==> src/i2ca_pkg.sv <==
/*
  Constants, state type and timing counts for the I2C converter front end.
  Assumes a single 125 MHz reference clock; the I2C pins are asynchronous to it.
*/
// Functional notes
// - After an acknowledged write, exactly one configuration byte is accepted.
// - The written byte only chooses the conversion rate; nothing else changes.
// - The conversion rate is 60 Hz until a byte selects otherwise.
// - Eighth byte bit is half_rate_select: one gives 30 Hz, zero gives 60 Hz.
// - After an acknowledged read, 16 result bits go out, changing on SCL falls.
// - Result leaves most significant bit first, result_top_bit down to result_bottom_bit.
// - The end of a read starts a new conversion without further command.
// - Address presented during a conversion is answered with NACK.
// - Write then repeated START then read is supported after a finished conversion.
// - Combined write/read starts next conversion after 16 bits or STOP, new rate.
// - Acknowledged write ended by STOP discards the result and starts a conversion.
// - The global call address with a write request is acknowledged too.
// - STOP ending a global call write applies any byte and starts a conversion.
// - Global call write stopped without data starts a conversion, rate unchanged.
// - The fixed seven-bit slave address is 0010100.
// - Configuration bits are sampled on rising SCL edges.
// - Direction bit after the address is one for read, zero for write.
// - After reset the rate is 60 Hz, one conversion runs, then the result holds.
package i2ca_pkg;
  localparam int unsigned CLK_HZ = 125_000_000;
  localparam int unsigned FAST_RATE_HZ = 60;
  localparam int unsigned SLOW_RATE_HZ = 30;
  localparam int unsigned FAST_CONV_CYC = CLK_HZ / FAST_RATE_HZ;
  localparam int unsigned SLOW_CONV_CYC = CLK_HZ / SLOW_RATE_HZ;
  localparam int CNT_W = 22;
  localparam logic [6:0] OWN_ADDR = 7'h14;
  localparam logic [6:0] GLOBAL_ADDR = 7'h77;
  localparam logic RW_READ = 1'b1;
  localparam int HALF_RATE_BIT = 0;
  localparam logic RATE_FAST = 1'b0;
  localparam logic [15:0] RESULT_RESET = 16'h0000;
  localparam logic [4:0] SLOT_BYTE = 5'h08;
  localparam logic [4:0] SLOT_LAST = 5'h11;
  localparam logic [2:0] SYNC_RESET = 3'h7;

  typedef enum logic [2:0] {
    ST_IDLE,
    ST_ADDR,
    ST_AACK,
    ST_WDATA,
    ST_WACK,
    ST_RDATA,
    ST_IGNORE
  } i2ca_state_t;
endpackage : i2ca_pkg

==> src/i2ca_conv_if.sv <==
/*
  Link between the I2C front end and the conversion sequencer.
  Assumes both ends run on ref_clk; start is a one-cycle pulse.
*/
`timescale 1ns/1ps
interface i2ca_conv_if;
  logic start;
  logic half_rate;
  logic busy;
  logic [15:0] result;
  modport ctrl (output start, output half_rate, input busy, input result);
  modport conv (input start, input half_rate, output busy, output result);
endinterface : i2ca_conv_if

==> src/i2ca_conv.sv <==
/*
  Conversion sequencer: times one conversion and captures the modulator word.
  Assumes sample_data is on ref_clk and valid in the cycle the count ends.
*/
`timescale 1ns/1ps
module i2ca_conv
  import i2ca_pkg::*;
#(
  parameter int unsigned FAST_CYC = FAST_CONV_CYC,
  parameter int unsigned SLOW_CYC = SLOW_CONV_CYC
) (
  input wire logic ref_clk,
  input wire logic rst,
  input wire logic [15:0] sample_data,
  i2ca_conv_if.conv cv
);
  logic [CNT_W-1:0] cnt;
  logic [CNT_W-1:0] term;
  logic slow;
  logic done;

  assign term = slow ? CNT_W'(SLOW_CYC - 1) : CNT_W'(FAST_CYC - 1);
  assign done = cv.busy && (cnt == term);

  // Reset leaves the sequencer busy so that one conversion runs before any access.
  always_ff @(posedge ref_clk or posedge rst) begin
    if (rst) begin
      cv.busy <= 1'b1;
    end else if (done) begin
      cv.busy <= 1'b0;
    end else if (cv.start) begin
      cv.busy <= 1'b1;
    end
  end

  always_ff @(posedge ref_clk or posedge rst) begin
    if (rst) begin
      cnt <= '0;
    end else if (!cv.busy) begin
      cnt <= '0;
    end else if (cnt != term) begin
      cnt <= cnt + 1'b1;
    end
  end

  always_ff @(posedge ref_clk or posedge rst) begin
    if (rst) begin
      slow <= RATE_FAST;
    end else if (cv.start && !cv.busy) begin
      slow <= cv.half_rate;
    end
  end

  // The result only changes at the end of a conversion, so a read never sees a torn word.
  always_ff @(posedge ref_clk or posedge rst) begin
    if (rst) begin
      cv.result <= RESULT_RESET;
    end else if (done) begin
      cv.result <= sample_data;
    end
  end
endmodule : i2ca_conv

==> src/i2ca_top.sv <==
/*
  I2C slave front end and conversion control of a 16-bit converter.
  Assumes an external pull-up on SDA; scl and sda_in are asynchronous pins.
*/
`timescale 1ns/1ps
module i2ca_top
  import i2ca_pkg::*;
#(
  parameter int unsigned FAST_CYC = FAST_CONV_CYC,
  parameter int unsigned SLOW_CYC = SLOW_CONV_CYC
) (
  input wire logic ref_clk,
  input wire logic rst,
  input wire logic scl,
  input wire logic sda_in,
  input wire logic [15:0] sample_data,
  output logic sda_out,
  output logic sda_oe,
  output logic conv_busy,
  output logic half_rate_select
);
  i2ca_conv_if cv ();

  i2ca_conv #(
    .FAST_CYC(FAST_CYC),
    .SLOW_CYC(SLOW_CYC)
  ) u_conv (
    .ref_clk(ref_clk),
    .rst(rst),
    .sample_data(sample_data),
    .cv(cv)
  );

  logic [2:0] scl_q;
  logic [2:0] sda_q;
  logic scl_rise;
  logic scl_fall;
  logic start_cond;
  logic stop_cond;
  logic sda_bit;
  i2ca_state_t st;
  logic [4:0] slot;
  logic [7:0] shreg;
  logic [15:0] rdsh;
  logic is_read;
  logic addr_hit;
  logic ack_addr;
  logic wr_byte;
  logic read_done;
  logic conv_go;
  logic armed;
  logic cfg_valid;
  logic cfg_bit;
  logic rate;
  logic start_q;

  // Bit 0 feeds only bit 1; edges are found between bits 1 and 2.
  always_ff @(posedge ref_clk or posedge rst) begin
    if (rst) begin
      scl_q <= SYNC_RESET;
      sda_q <= SYNC_RESET;
    end else begin
      scl_q <= {scl_q[1:0], scl};
      sda_q <= {sda_q[1:0], sda_in};
    end
  end

  assign scl_rise = scl_q[1] & ~scl_q[2];
  assign scl_fall = ~scl_q[1] & scl_q[2];
  assign start_cond = scl_q[1] & scl_q[2] & sda_q[2] & ~sda_q[1];
  assign stop_cond = scl_q[1] & scl_q[2] & ~sda_q[2] & sda_q[1];
  assign sda_bit = sda_q[1];

  assign addr_hit = (shreg[7:1] == OWN_ADDR) || ((shreg[7:1] == GLOBAL_ADDR) && (shreg[0] != RW_READ));
  assign ack_addr = scl_fall && (st == ST_ADDR) && (slot == SLOT_BYTE) && addr_hit && !cv.busy;
  assign wr_byte = scl_fall && (st == ST_WDATA) && (slot == SLOT_BYTE);
  assign read_done = scl_rise && (st == ST_RDATA) && (slot == SLOT_LAST);
  assign conv_go = (stop_cond && armed) || read_done;

  always_ff @(posedge ref_clk or posedge rst) begin
    if (rst) begin
      st <= ST_IDLE;
      slot <= '0;
      shreg <= '0;
      rdsh <= RESULT_RESET;
      is_read <= 1'b0;
      sda_oe <= 1'b0;
    end else if (stop_cond) begin
      st <= ST_IDLE;
      sda_oe <= 1'b0;
    end else if (start_cond) begin
      // A repeated START keeps any pending byte and arming for the read that follows.
      st <= ST_ADDR;
      slot <= '0;
      sda_oe <= 1'b0;
    end else if (scl_rise) begin
      case (st)
        ST_ADDR, ST_WDATA: begin
          shreg <= {shreg[6:0], sda_bit};
          slot <= slot + 1'b1;
        end
        ST_RDATA: begin
          if (slot == SLOT_LAST || (slot == SLOT_BYTE && sda_bit)) begin
            st <= ST_IGNORE;
          end
        end
        default: begin
        end
      endcase
    end else if (scl_fall) begin
      case (st)
        ST_ADDR: begin
          if (slot == SLOT_BYTE) begin
            if (ack_addr) begin
              st <= ST_AACK;
              sda_oe <= 1'b1;
              is_read <= (shreg[0] == RW_READ);
            end else begin
              st <= ST_IGNORE;
            end
          end
        end
        ST_AACK: begin
          slot <= '0;
          if (is_read) begin
            st <= ST_RDATA;
            rdsh <= cv.result;
            sda_oe <= ~cv.result[15];
          end else begin
            st <= ST_WDATA;
            sda_oe <= 1'b0;
          end
        end
        ST_WDATA: begin
          if (slot == SLOT_BYTE) begin
            st <= ST_WACK;
            sda_oe <= 1'b1;
          end
        end
        ST_WACK: begin
          // Any further byte is left unanswered, so the master sees a NACK.
          st <= ST_IGNORE;
          sda_oe <= 1'b0;
        end
        ST_RDATA: begin
          slot <= slot + 1'b1;
          if (slot + 1'b1 == SLOT_BYTE || slot + 1'b1 == SLOT_LAST) begin
            sda_oe <= 1'b0;
          end else begin
            rdsh <= {rdsh[14:0], 1'b0};
            sda_oe <= ~rdsh[14];
          end
        end
        default: begin
        end
      endcase
    end
  end

  always_ff @(posedge ref_clk or posedge rst) begin
    if (rst) begin
      armed <= 1'b0;
      cfg_valid <= 1'b0;
      cfg_bit <= RATE_FAST;
    end else if (conv_go) begin
      armed <= 1'b0;
      cfg_valid <= 1'b0;
    end else begin
      if (ack_addr) begin
        armed <= 1'b1;
      end
      if (wr_byte) begin
        cfg_valid <= 1'b1;
        cfg_bit <= shreg[HALF_RATE_BIT];
      end
    end
  end

  // The rate is only committed when a conversion launches, so an unfinished write is harmless.
  always_ff @(posedge ref_clk or posedge rst) begin
    if (rst) begin
      rate <= RATE_FAST;
    end else if (conv_go && cfg_valid) begin
      rate <= cfg_bit;
    end
  end

  always_ff @(posedge ref_clk or posedge rst) begin
    if (rst) begin
      start_q <= 1'b0;
    end else begin
      start_q <= conv_go;
    end
  end

  assign cv.start = start_q;
  assign cv.half_rate = rate;
  assign sda_out = 1'b0;
  assign conv_busy = cv.busy;
  assign half_rate_select = rate;
endmodule : i2ca_top

==> config.mk <==
export PLATFORM = sky130hd
export DESIGN_NAME = i2ca_top
export DESIGN_NICKNAME = d
export VERILOG_FILES = /design/src/i2ca_pkg.sv /design/src/i2ca_conv_if.sv /design/src/i2ca_conv.sv /design/src/i2ca_top.sv
export SDC_FILE = /design/constraint.sdc
export NUM_CORES = 1
export LEC_CHECK = 0
export BUFFER_PORTS_ARGS = -buffer_cell sky130_fd_sc_hd__clkbuf_2
export CAP_MARGIN = 25
export CORE_ASPECT_RATIO = 1.25
export CORE_UTILIZATION = 55
export DETAILED_ROUTE_END_ITERATION = 16
export PLACE_DENSITY = 0.74
export SYNTH_ARGS = -nofsm -noshare
export SYNTH_HDL_FRONTEND = slang
export SYNTH_HIERARCHICAL = 1
export SYNTH_SLANG_ARGS = --single-unit
==> constraint.sdc <==
create_clock -name ref_clk -period 5.7 [get_ports ref_clk]
set_input_delay 1.14 -clock ref_clk [delete_from_list [all_inputs] [get_ports ref_clk]]
set_output_delay 1.14 -clock ref_clk [all_outputs]
set_load 0.05 [all_outputs]
### After elaboration in Yosys (flattened, before gate mapping)

Cells that the tools add are included.

* bits in registers: 84
* input port bits: 20
* output and inout bits: 4
* logic and storage cells: 136

* $add $sub $neg: 2
* eq/ne operators: 25
* multiplexer cells: 37
* bitwise gates (word level): 18
* reductions and logical operators: 37

Operators with widths (number)
* $mux 22: 3
* $mux 15: 2
* $mux 3: 10
* $pmux 15 s2: 1
* $add 22x1->22 const B: 1
* $eq 22x22->1: 1
* $ne 22x22->1: 1
* $mux 5: 4
* $logic_and 1x1->1: 14
* $mux 1: 14
* $reduce_and 7->1: 2
* $reduce_bool 7->1: 2
* $pmux 3 s4: 1
* $reduce_and 6->1: 2
* $not 1->1: 11
* $eq 5x4->1 const B: 2
* $eq 5x5->1 const B: 2
* $pmux 5 s2: 1
* $ne 4x1->1 const B: 2
* $ne 4x4->1 const B: 2
* $reduce_and 4->1: 2
* $reduce_bool 2->1: 4
* $reduce_bool 4->1: 2
* $and 1x1->1: 7
* 17 further kinds: 26

### Logic depth before layout (Yosys ltp)

Gate-level depths: netlist (run 1).

* depth in word-level cells: 13
* gate-level depth with buffers: 9
* mapped depth without buffers: 7

### Cells and area by module

Netlist (run 1), hierarchy kept.

By module, submodules not included
* i2ca_top: instances 1, cells an instance 261, area each 2519.9 um^2
* i2ca_conv: instances 1, cells an instance 162, area each 1929.4 um^2

### Worst setup path before layout (run 1)

OpenSTA, ideal clock, no wires.

* path type: register to register
* start point: register scl_q[2]
* end point: register slot[2]
* setup time: 0.126 ns
* data arrival time: 2.130 ns
* slack: 3.444 ns
* cell stages (with the launch flop): 9
* buffers on the path: 1
* clock period less this slack: 2.256 ns
* cells stage by stage: dfstp_2 inv_1 ha_1 clkbuf_1 or3b_1 a21oi_2 o21ai_1 a22o_1 a221o_1

* word-level cells in the longest chain between the ends: 5
* elaborated cells on any way between the ends: 15
* those cells by class: eq/ne: 1; mux: 2; bitwise: 9; reduce/logical: 3

Ends and longest elaborated chain
* from (decl): RTL line i2ca_top.sv:34 `logic [2:0] scl_q;`
* from (signal assigned): RTL line i2ca_top.sv:63 `scl_q <= {scl_q[1:0], scl};`
* $and 1x1->1: RTL line i2ca_top.sv:70, i2ca_top.sv:71
* $and 1x1->1 (on tied branches) (2 in a row): RTL line i2ca_top.sv:70, i2ca_top.sv:71
* $ne 3x1->1 (no source line) (tied with other cells)
* $reduce_and 4->1 (no source line)
* to (signal assigned): RTL line i2ca_top.sv:100 `slot <= slot + 1'b1;`
* to (signal assigned): RTL line i2ca_top.sv:146 `slot <= slot + 1'b1;`
* to (decl): RTL line i2ca_top.sv:42 `logic [4:0] slot;`

Several ways; a longest one is shown, not always the timed one.
A chain may end at the register's enable or synchronous reset.

### Final worst setup path (run 1)

* start point: register slot[0]
* end point: register rdsh[7]

* word-level cells in the longest chain between the ends: 5
* elaborated cells on any way between the ends: 6
* those cells by class: add/sub: 1; eq/ne: 3; reduce/logical: 2

Ends and longest elaborated chain
* $add 5x1->5 (*): RTL line i2ca_top.sv:147 `if (slot + 1'b1 == SLOT_BYTE || slot + 1'b1 == SLOT_LAST) begin`
* $eq 5x4->1 or $eq 5x5->1 (tied branches): RTL line i2ca_top.sv:147
* $logic_or 1x1->1 (*): RTL line i2ca_top.sv:147
* $ne 2x2->1 (no source line) (*)
* $reduce_and 7->1 (no source line) (*)
* to (signal assigned): RTL line i2ca_top.sv:127 `rdsh <= cv.result;`
* to (signal assigned): RTL line i2ca_top.sv:150 `rdsh <= {rdsh[14:0], 1'b0};`
* to (decl): RTL line i2ca_top.sv:44 `logic [15:0] rdsh;`

Every way passes the cells marked *; elsewhere a longest branch is shown, timed or not.

==> results.yml, run 1 <==
yosys:
  synth_warnings: 6
  avgSynthCellArea_um2: 10.5
  synth-compound-area-share_pct: 14.1
  synthFlopType: "dfrtp_1"
  synth_xor_xnor_area_share_pct: 3.35
  synth.distinct_cells: 67
  yosys.area_share.adder_pct: 2.25
  syn_area_um2: 4450
  synthesis.nets: 451
  synth_top_family_by_area: "simple AND/OR/NAND/NOR gates"
  synth_edf_count: 0
  yosysSeqAreaShare_pct: 47.4
  synth-simple-area-share_pct: 20.4
  netlist_instances: 423
  ys_seq_elements: 84
  muxShareOfSynthArea_pct: 8.55
  synth-async-reset-ratio_pct: 100
critical_path:
  crit_required_ns: 5.90
  crit_slowest_cell: "or2_0"
  critPathTopFamily: "compound AO/OA/AOI/OAI gates"
  cp_num_cells: 7
  crit_buf_inv: 2
  cp-end-kind: "flip-flop"
  critical_path_class: "reg2reg"
  reg2reg_depth: 7
  start_kind: "flip-flop"
  crit_top_cell: "inv_1"
  slowest_delay_ns: 0.66
  crit_fanout: 16
  cp.arrival_ns: 2.92
  path_cells: "inv_1, ha_1, inv_1, a211o_1, a21oi_2, or2_0, o311ai_0"
detailed_routing:
  vias: 3162
  viasPerCell: 5.91
  detail-route-antenna-nets: 0
  drt_iter0_markers: 136
  wire_per_inst_um: 15.8
  first_pass_iters: 4
  routed_wl_um: 8430
  drc: 0
timing:
  slew-limit-headroom_pct: 43.9
  fin_skew_ns: 0.00968
  max_clock_freq_mhz: 368
  setup_violations: 0
  setup_slack_ns: 2.98
  min_period_ns: 2.72
  worst_pin_slew_ns: 0.841
  rsz0062_at_grt: "no"
  fin_hold_ws_ns: 0.360
  final-hold-violation-count: 0
  setup_tns_ns: 0
  drv_slew: 0
  finalCritPeriodShare_pct: 47.6
clock_network:
  cts_tree: "built"
  htreeDepth: 3
  path_clk_slew_ns: 0.09
  cts_resized: 0
  cts-root-buf: "clkbuf_8"
  cts_setup_buffers: 0
  cts_buffer_depth: 2
  hold_buffers: 0
  cts.sinks: 84
  insertion_delay_ns: 0.37
  cts_buffers: 9
floorplan:
  die_h_um: 103
  initial_core_util_pct: 56.8
  dieArea_um2: 8460
  pin_count: 24
  core_um2: 7840
  rows: 36
  die_x_um: 82.4
power_and_ir_drop:
  vdd_drop_max_mv: 0.162
  p_per_area_nw_per_um2: 241
  leakagePower_nw: 2.29
worst_hold_path:
  hold_path_depth: 0
  hold_path_class: "reg2reg"
placement:
  portBuffers: 22
  dpl_worst_slack_ns: 3.00
  hpwlAfterDp_um: 5620
  gp_congestion: 0.828
  place_area_um2: 4600
global_route:
  grt_pass1_wl_um: 14400
  grt_overflow: 0
  antenna_found_initial: 0
  grt_pass1_vias: 3173
  grt_max_degree: 45
  grtUsageTotal_pct: 22.7
final_layout:
  drive_gt1_share_pct: 20.0
  area_delta_synth_final_pct: 7.48
  diodes: 0
  post-route-cell-area_um2: 4780
  nets: 463
flow_run:
  drv_cap: 0
run_status:
  outcome: "completed"
-- area by class of cell --
type,count,area [µm²]
repair buffers,26,140
inverters,13,48.8
clock inverters,6,47.5
multi-input cells,301,2180
flip-flops and latches,84,2110
clock buffers,10,138
well taps,95,119
fillers,685,3060
-- flip-flops by register name (all words and copies together) (netlist names), 3 cells and up --
| name | flops |
|---|---|
| shreg | 8 |
| u_conv/cv.result | 16 |
| scl_q | 3 |
| rdsh | 15 |
| u_conv/cnt | 22 |
| sda_q | 3 |
| slot | 5 |
| st | 3 |
-- metal layers --
| metal | routed length, µm | part of all wire [%] | vias to the layer above | global-route usage, % |
|---|---|---|---|---|
| li1 | - | - | 1551 | - |
| met1 | 3790 | 45 | 1545 | 28.1 |
| met2 | 4220 | 50 | 53 | 37.1 |
| met3 | 231 | 2.7 | 13 | 4.42 |
| met4 | 190 | 2.3 | 0 | 12.3 |
| met5 | 0 | 0 | - | 0 |
-- power by group --
| part | switching (W) | internal [W] |
|---|---|---|
| registers | 0.0000299 | 0.000630 |
| logic | 0.0000447 | 0.0000485 |
| clock network | 0.000227 | 0.000173 |
-- per-stage QoR --
step	total power, W	utilization, %	cells
after detailed placement	0.000766	58.7	519
after floorplan	0.000736	-	423
after global placement	0.000760	58.7	519
after global routing	0.00121	61.0	535
final	0.00115	61.0	535
after CTS	0.00117	61.0	535
-- cell usage in the layout (no fill, tap or decap), types with 6 or more instances in the layout --
cell type	netlist	layout
inv_1	13	12
xnor2_1	12	12
o21ai_0	11	11
nand4_1	6	6
nor2b_1	6	6
mux2_4	9	9
dfstp_2	7	7
o21bai_1	12	12
ha_1	8	8
a21oi_1	18	18
nand3_1	18	18
and3_1	18	18
and2_1	17	17
o311ai_0	11	11
clkbuf_8	0	10
nor2_1	16	16
nor3_1	6	6
nand2_1	34	34
dfrtp_1	77	77
mux2_2	18	18
clkbuf_2	1	22
-- cell families (layout without fill, tap and decap cells) --
kind of cell	count (synthesis)	count (layout)
compound gates	88	88
flops	84	84
other cells	1	1
fa+ha+maj	8	8
xor+xnor	17	17
simple gates	156	156
buf+inv	38	55
mux	31	31
-- cell usage after synthesis, drive strengths merged (11+ instances only) --
master   n  area, µm²
a21oi   20        108
and2    17        106
and3    18        113
buf     11       63.8
clkbuf  14       53.8
dfrtp   77       1930
inv     13       48.8
mux2    29        360
nand2   35        139
nand3   18       90.1
nor2    16       60.1
o21ai   12       60.1
o21bai  12       90.1
o311ai  12        105
xnor2   12        105
-- worst paths after layout --
| path | endpoint | from | slack (ns) |
|---|---|---|---|
| max in group asynchronous | rdsh[13] | rst | 4.42 |
| hold / removal | sda_q[1] | sda_q[0] | 0.36 |
| min in group asynchronous | u_conv/cnt[16] | rst | 0.88 |
| setup reg to reg | rdsh[7] | slot[0] | 2.98 |
| hold reg to reg | sda_q[1] | sda_q[0] | 0.36 |
| setup / recovery | rdsh[7] | slot[0] | 2.98 |
Note: power is estimated with default switching activity, not from simulation.
==> run 2: changes to the inputs <==
--- a/config.mk
+++ b/config.mk
@@ -10,7 +10,7 @@
 export CORE_ASPECT_RATIO = 1.25
 export CORE_UTILIZATION = 55
 export DETAILED_ROUTE_END_ITERATION = 16
-export PLACE_DENSITY = 0.74
+export PLACE_DENSITY = 0.77
 export SYNTH_ARGS = -nofsm -noshare
 export SYNTH_HDL_FRONTEND = slang
 export SYNTH_HIERARCHICAL = 1
==> constraint.sdc (replaced) <==
create_clock -name ref_clk -period 2.3 [get_ports ref_clk]
set_input_delay 0.46 -clock ref_clk [delete_from_list [all_inputs] [get_ports ref_clk]]
set_output_delay 0.46 -clock ref_clk [all_outputs]
set_load 0.05 [all_outputs]
==> results.yml, run 2 (synthesized netlist as in run 1, its figures left out) <==
timing:
  slew-limit-headroom_pct: 42.6
  rsz0062_at_grt: "no"
  setup_slack_ns: 0.0816
  min_period_ns: 2.22
  setup_violations: 0
  final-hold-violation-count: 0
  fin_skew_ns: 0.00662
  setup_tns_ns: 0
  drv_slew: 0
  worst_pin_slew_ns: 0.856
  finalCritPeriodShare_pct: 96.5
  max_clock_freq_mhz: 451
  fin_hold_ws_ns: 0.157
clock_network:
  cts_buffers: 9
  hold_buffers: 0
  cts_buffer_depth: 2
  insertion_delay_ns: 0.36
  htreeDepth: 3
  cts_setup_buffers: 0
  cts-root-buf: "clkbuf_8"
  path_clk_slew_ns: 0.08
  cts_tree: "built"
  cts.sinks: 84
  cts_resized: 0
final_layout:
  area_delta_synth_final_pct: 9.51
  drive_gt1_share_pct: 20.9
  regMostFlops: "u_conv/cnt"
  diodes: 0
  reg_top3: "u_conv/cnt (22), u_conv/cv.result (16), rdsh (15)"
  final_cell_mix: "dfrtp_1 (77), nand2_1 (34), clkbuf_2 (22)"
  final_cell_count_no_fill: 544
  post-route-cell-area_um2: 4870
  nets: 472
  largest_reg_flops: 22
  fillers: 649
  layout_commonest_cell: "dfrtp_1"
critical_path:
  crit_required_ns: 2.55
  cp-end-kind: "flip-flop"
  crit_fanout: 5
  start_kind: "flip-flop"
  cp.arrival_ns: 2.47
  critical_path_class: "reg2reg"
detailed_routing:
  vias: 3238
  drc: 0
  wire_per_inst_um: 16.2
  drt_iter0_markers: 139
  first_pass_iters: 4
  detail-route-antenna-nets: 0
  routed_wl_um: 8840
  viasPerCell: 5.95
global_route:
  grt_overflow: 0
  grt_pass1_wl_um: 14500
  antenna_found_initial: 0
  grtUsageTotal_pct: 23.0
  grt_max_degree: 41
  grt_pass1_vias: 3153
power_and_ir_drop:
  leakagePower_nw: 2.34
  p_sw_share_pct: 24.5
  vdd_drop_max_mv: 0.485
  combPwrFrac_pct: 8.1
  switching_power_w: 0.000721
  intPower_w: 0.00222
  seq_power_share_pct: 55.6
  power.share.clock_pct: 36.3
  p_per_area_nw_per_um2: 604
placement:
  gp_congestion: 0.888
  dp.cells: 528
  dpl_worst_slack_ns: 0.0977
  place_area_um2: 4680
  portBuffers: 22
  hpwlAfterDp_um: 6120
worst_hold_path:
  hold_path_class: "in2async"
floorplan:
  initial_core_util_pct: 56.8
  die_h_um: 103
  dieArea_um2: 8460
  rows: 36
  core_um2: 7840
  die_x_um: 82.4
  pin_count: 24
run_status:
  outcome: "completed"
flow_run:
  drv_cap: 0
==> run 2: power by group through the flow <==
| stage | combinational [W] | clock, W | sequential [W] |
|---|---|---|---|
| 2_1_floorplan | 0.000192 | 0 | 0.00163 |
| 3_3_place_gp | 0.000227 | 0 | 0.00166 |
| 3_5_place_dp | 0.000238 | 0 | 0.00167 |
| 4_1_cts | 0.000241 | 0.00108 | 0.00164 |
| 5_1_grt | 0.000268 | 0.00115 | 0.00165 |
| 6_report | 0.000237 | 0.00107 | 0.00164 |
==> run 2: final timing paths <==
check,start,end,slack [ns],cells after the start
worst min register to register,scl_q[0],scl_q[1],0.36,0
worst max-delay path,scl_q[2],slot[2],0.08,7
min in group ref_clk,sda_in,sda_q[0],0.18,1
worst min-delay path,rst,shreg[3],0.16,2
max in group asynchronous,rst,rdsh[9],1.61,3
worst max register to register,scl_q[2],slot[2],0.08,7
==> run 2: area by class of cell <==
cell class	count	area, µm²	share of cell area, %
clock buffer	13	149	3.06
clock inverter	3	46.3	0.950
inverter	13	48.8	1.00
multi-input combinational	301	2180	44.7
sequential	84	2110	43.3
tap	95	119	2.44
timing repair buffer	35	220	4.52
==> run 2: worst max-delay path, cell delays in order (launching register included) <==
cell     delay [ns]
dfstp_2        0.55
inv_1          0.04
ha_1           0.23
or3b_1         0.39
a21oi_2        0.17
o21ai_0        0.11
a22o_1         0.26
a221o_1        0.37
==> run 2: metrics by stage <==
stage               power [W]  utilization (%)
CTS                   0.00296             62.2
global route          0.00307             62.2
floorplan             0.00182                -
detailed placement    0.00190             59.7
global placement      0.00189             59.7
finish                0.00294             62.2
==> run 2: routing by layer <==
metal | GRT usage (%) | up-vias | wire length, µm
met3 | 5.66 | 18 | 305
li1 | - | 1566 | -
met4 | 11.3 | 0 | 206
met1 | 28.3 | 1596 | 3840
met2 | 37.6 | 58 | 4490
met5 | 0 | - | 0
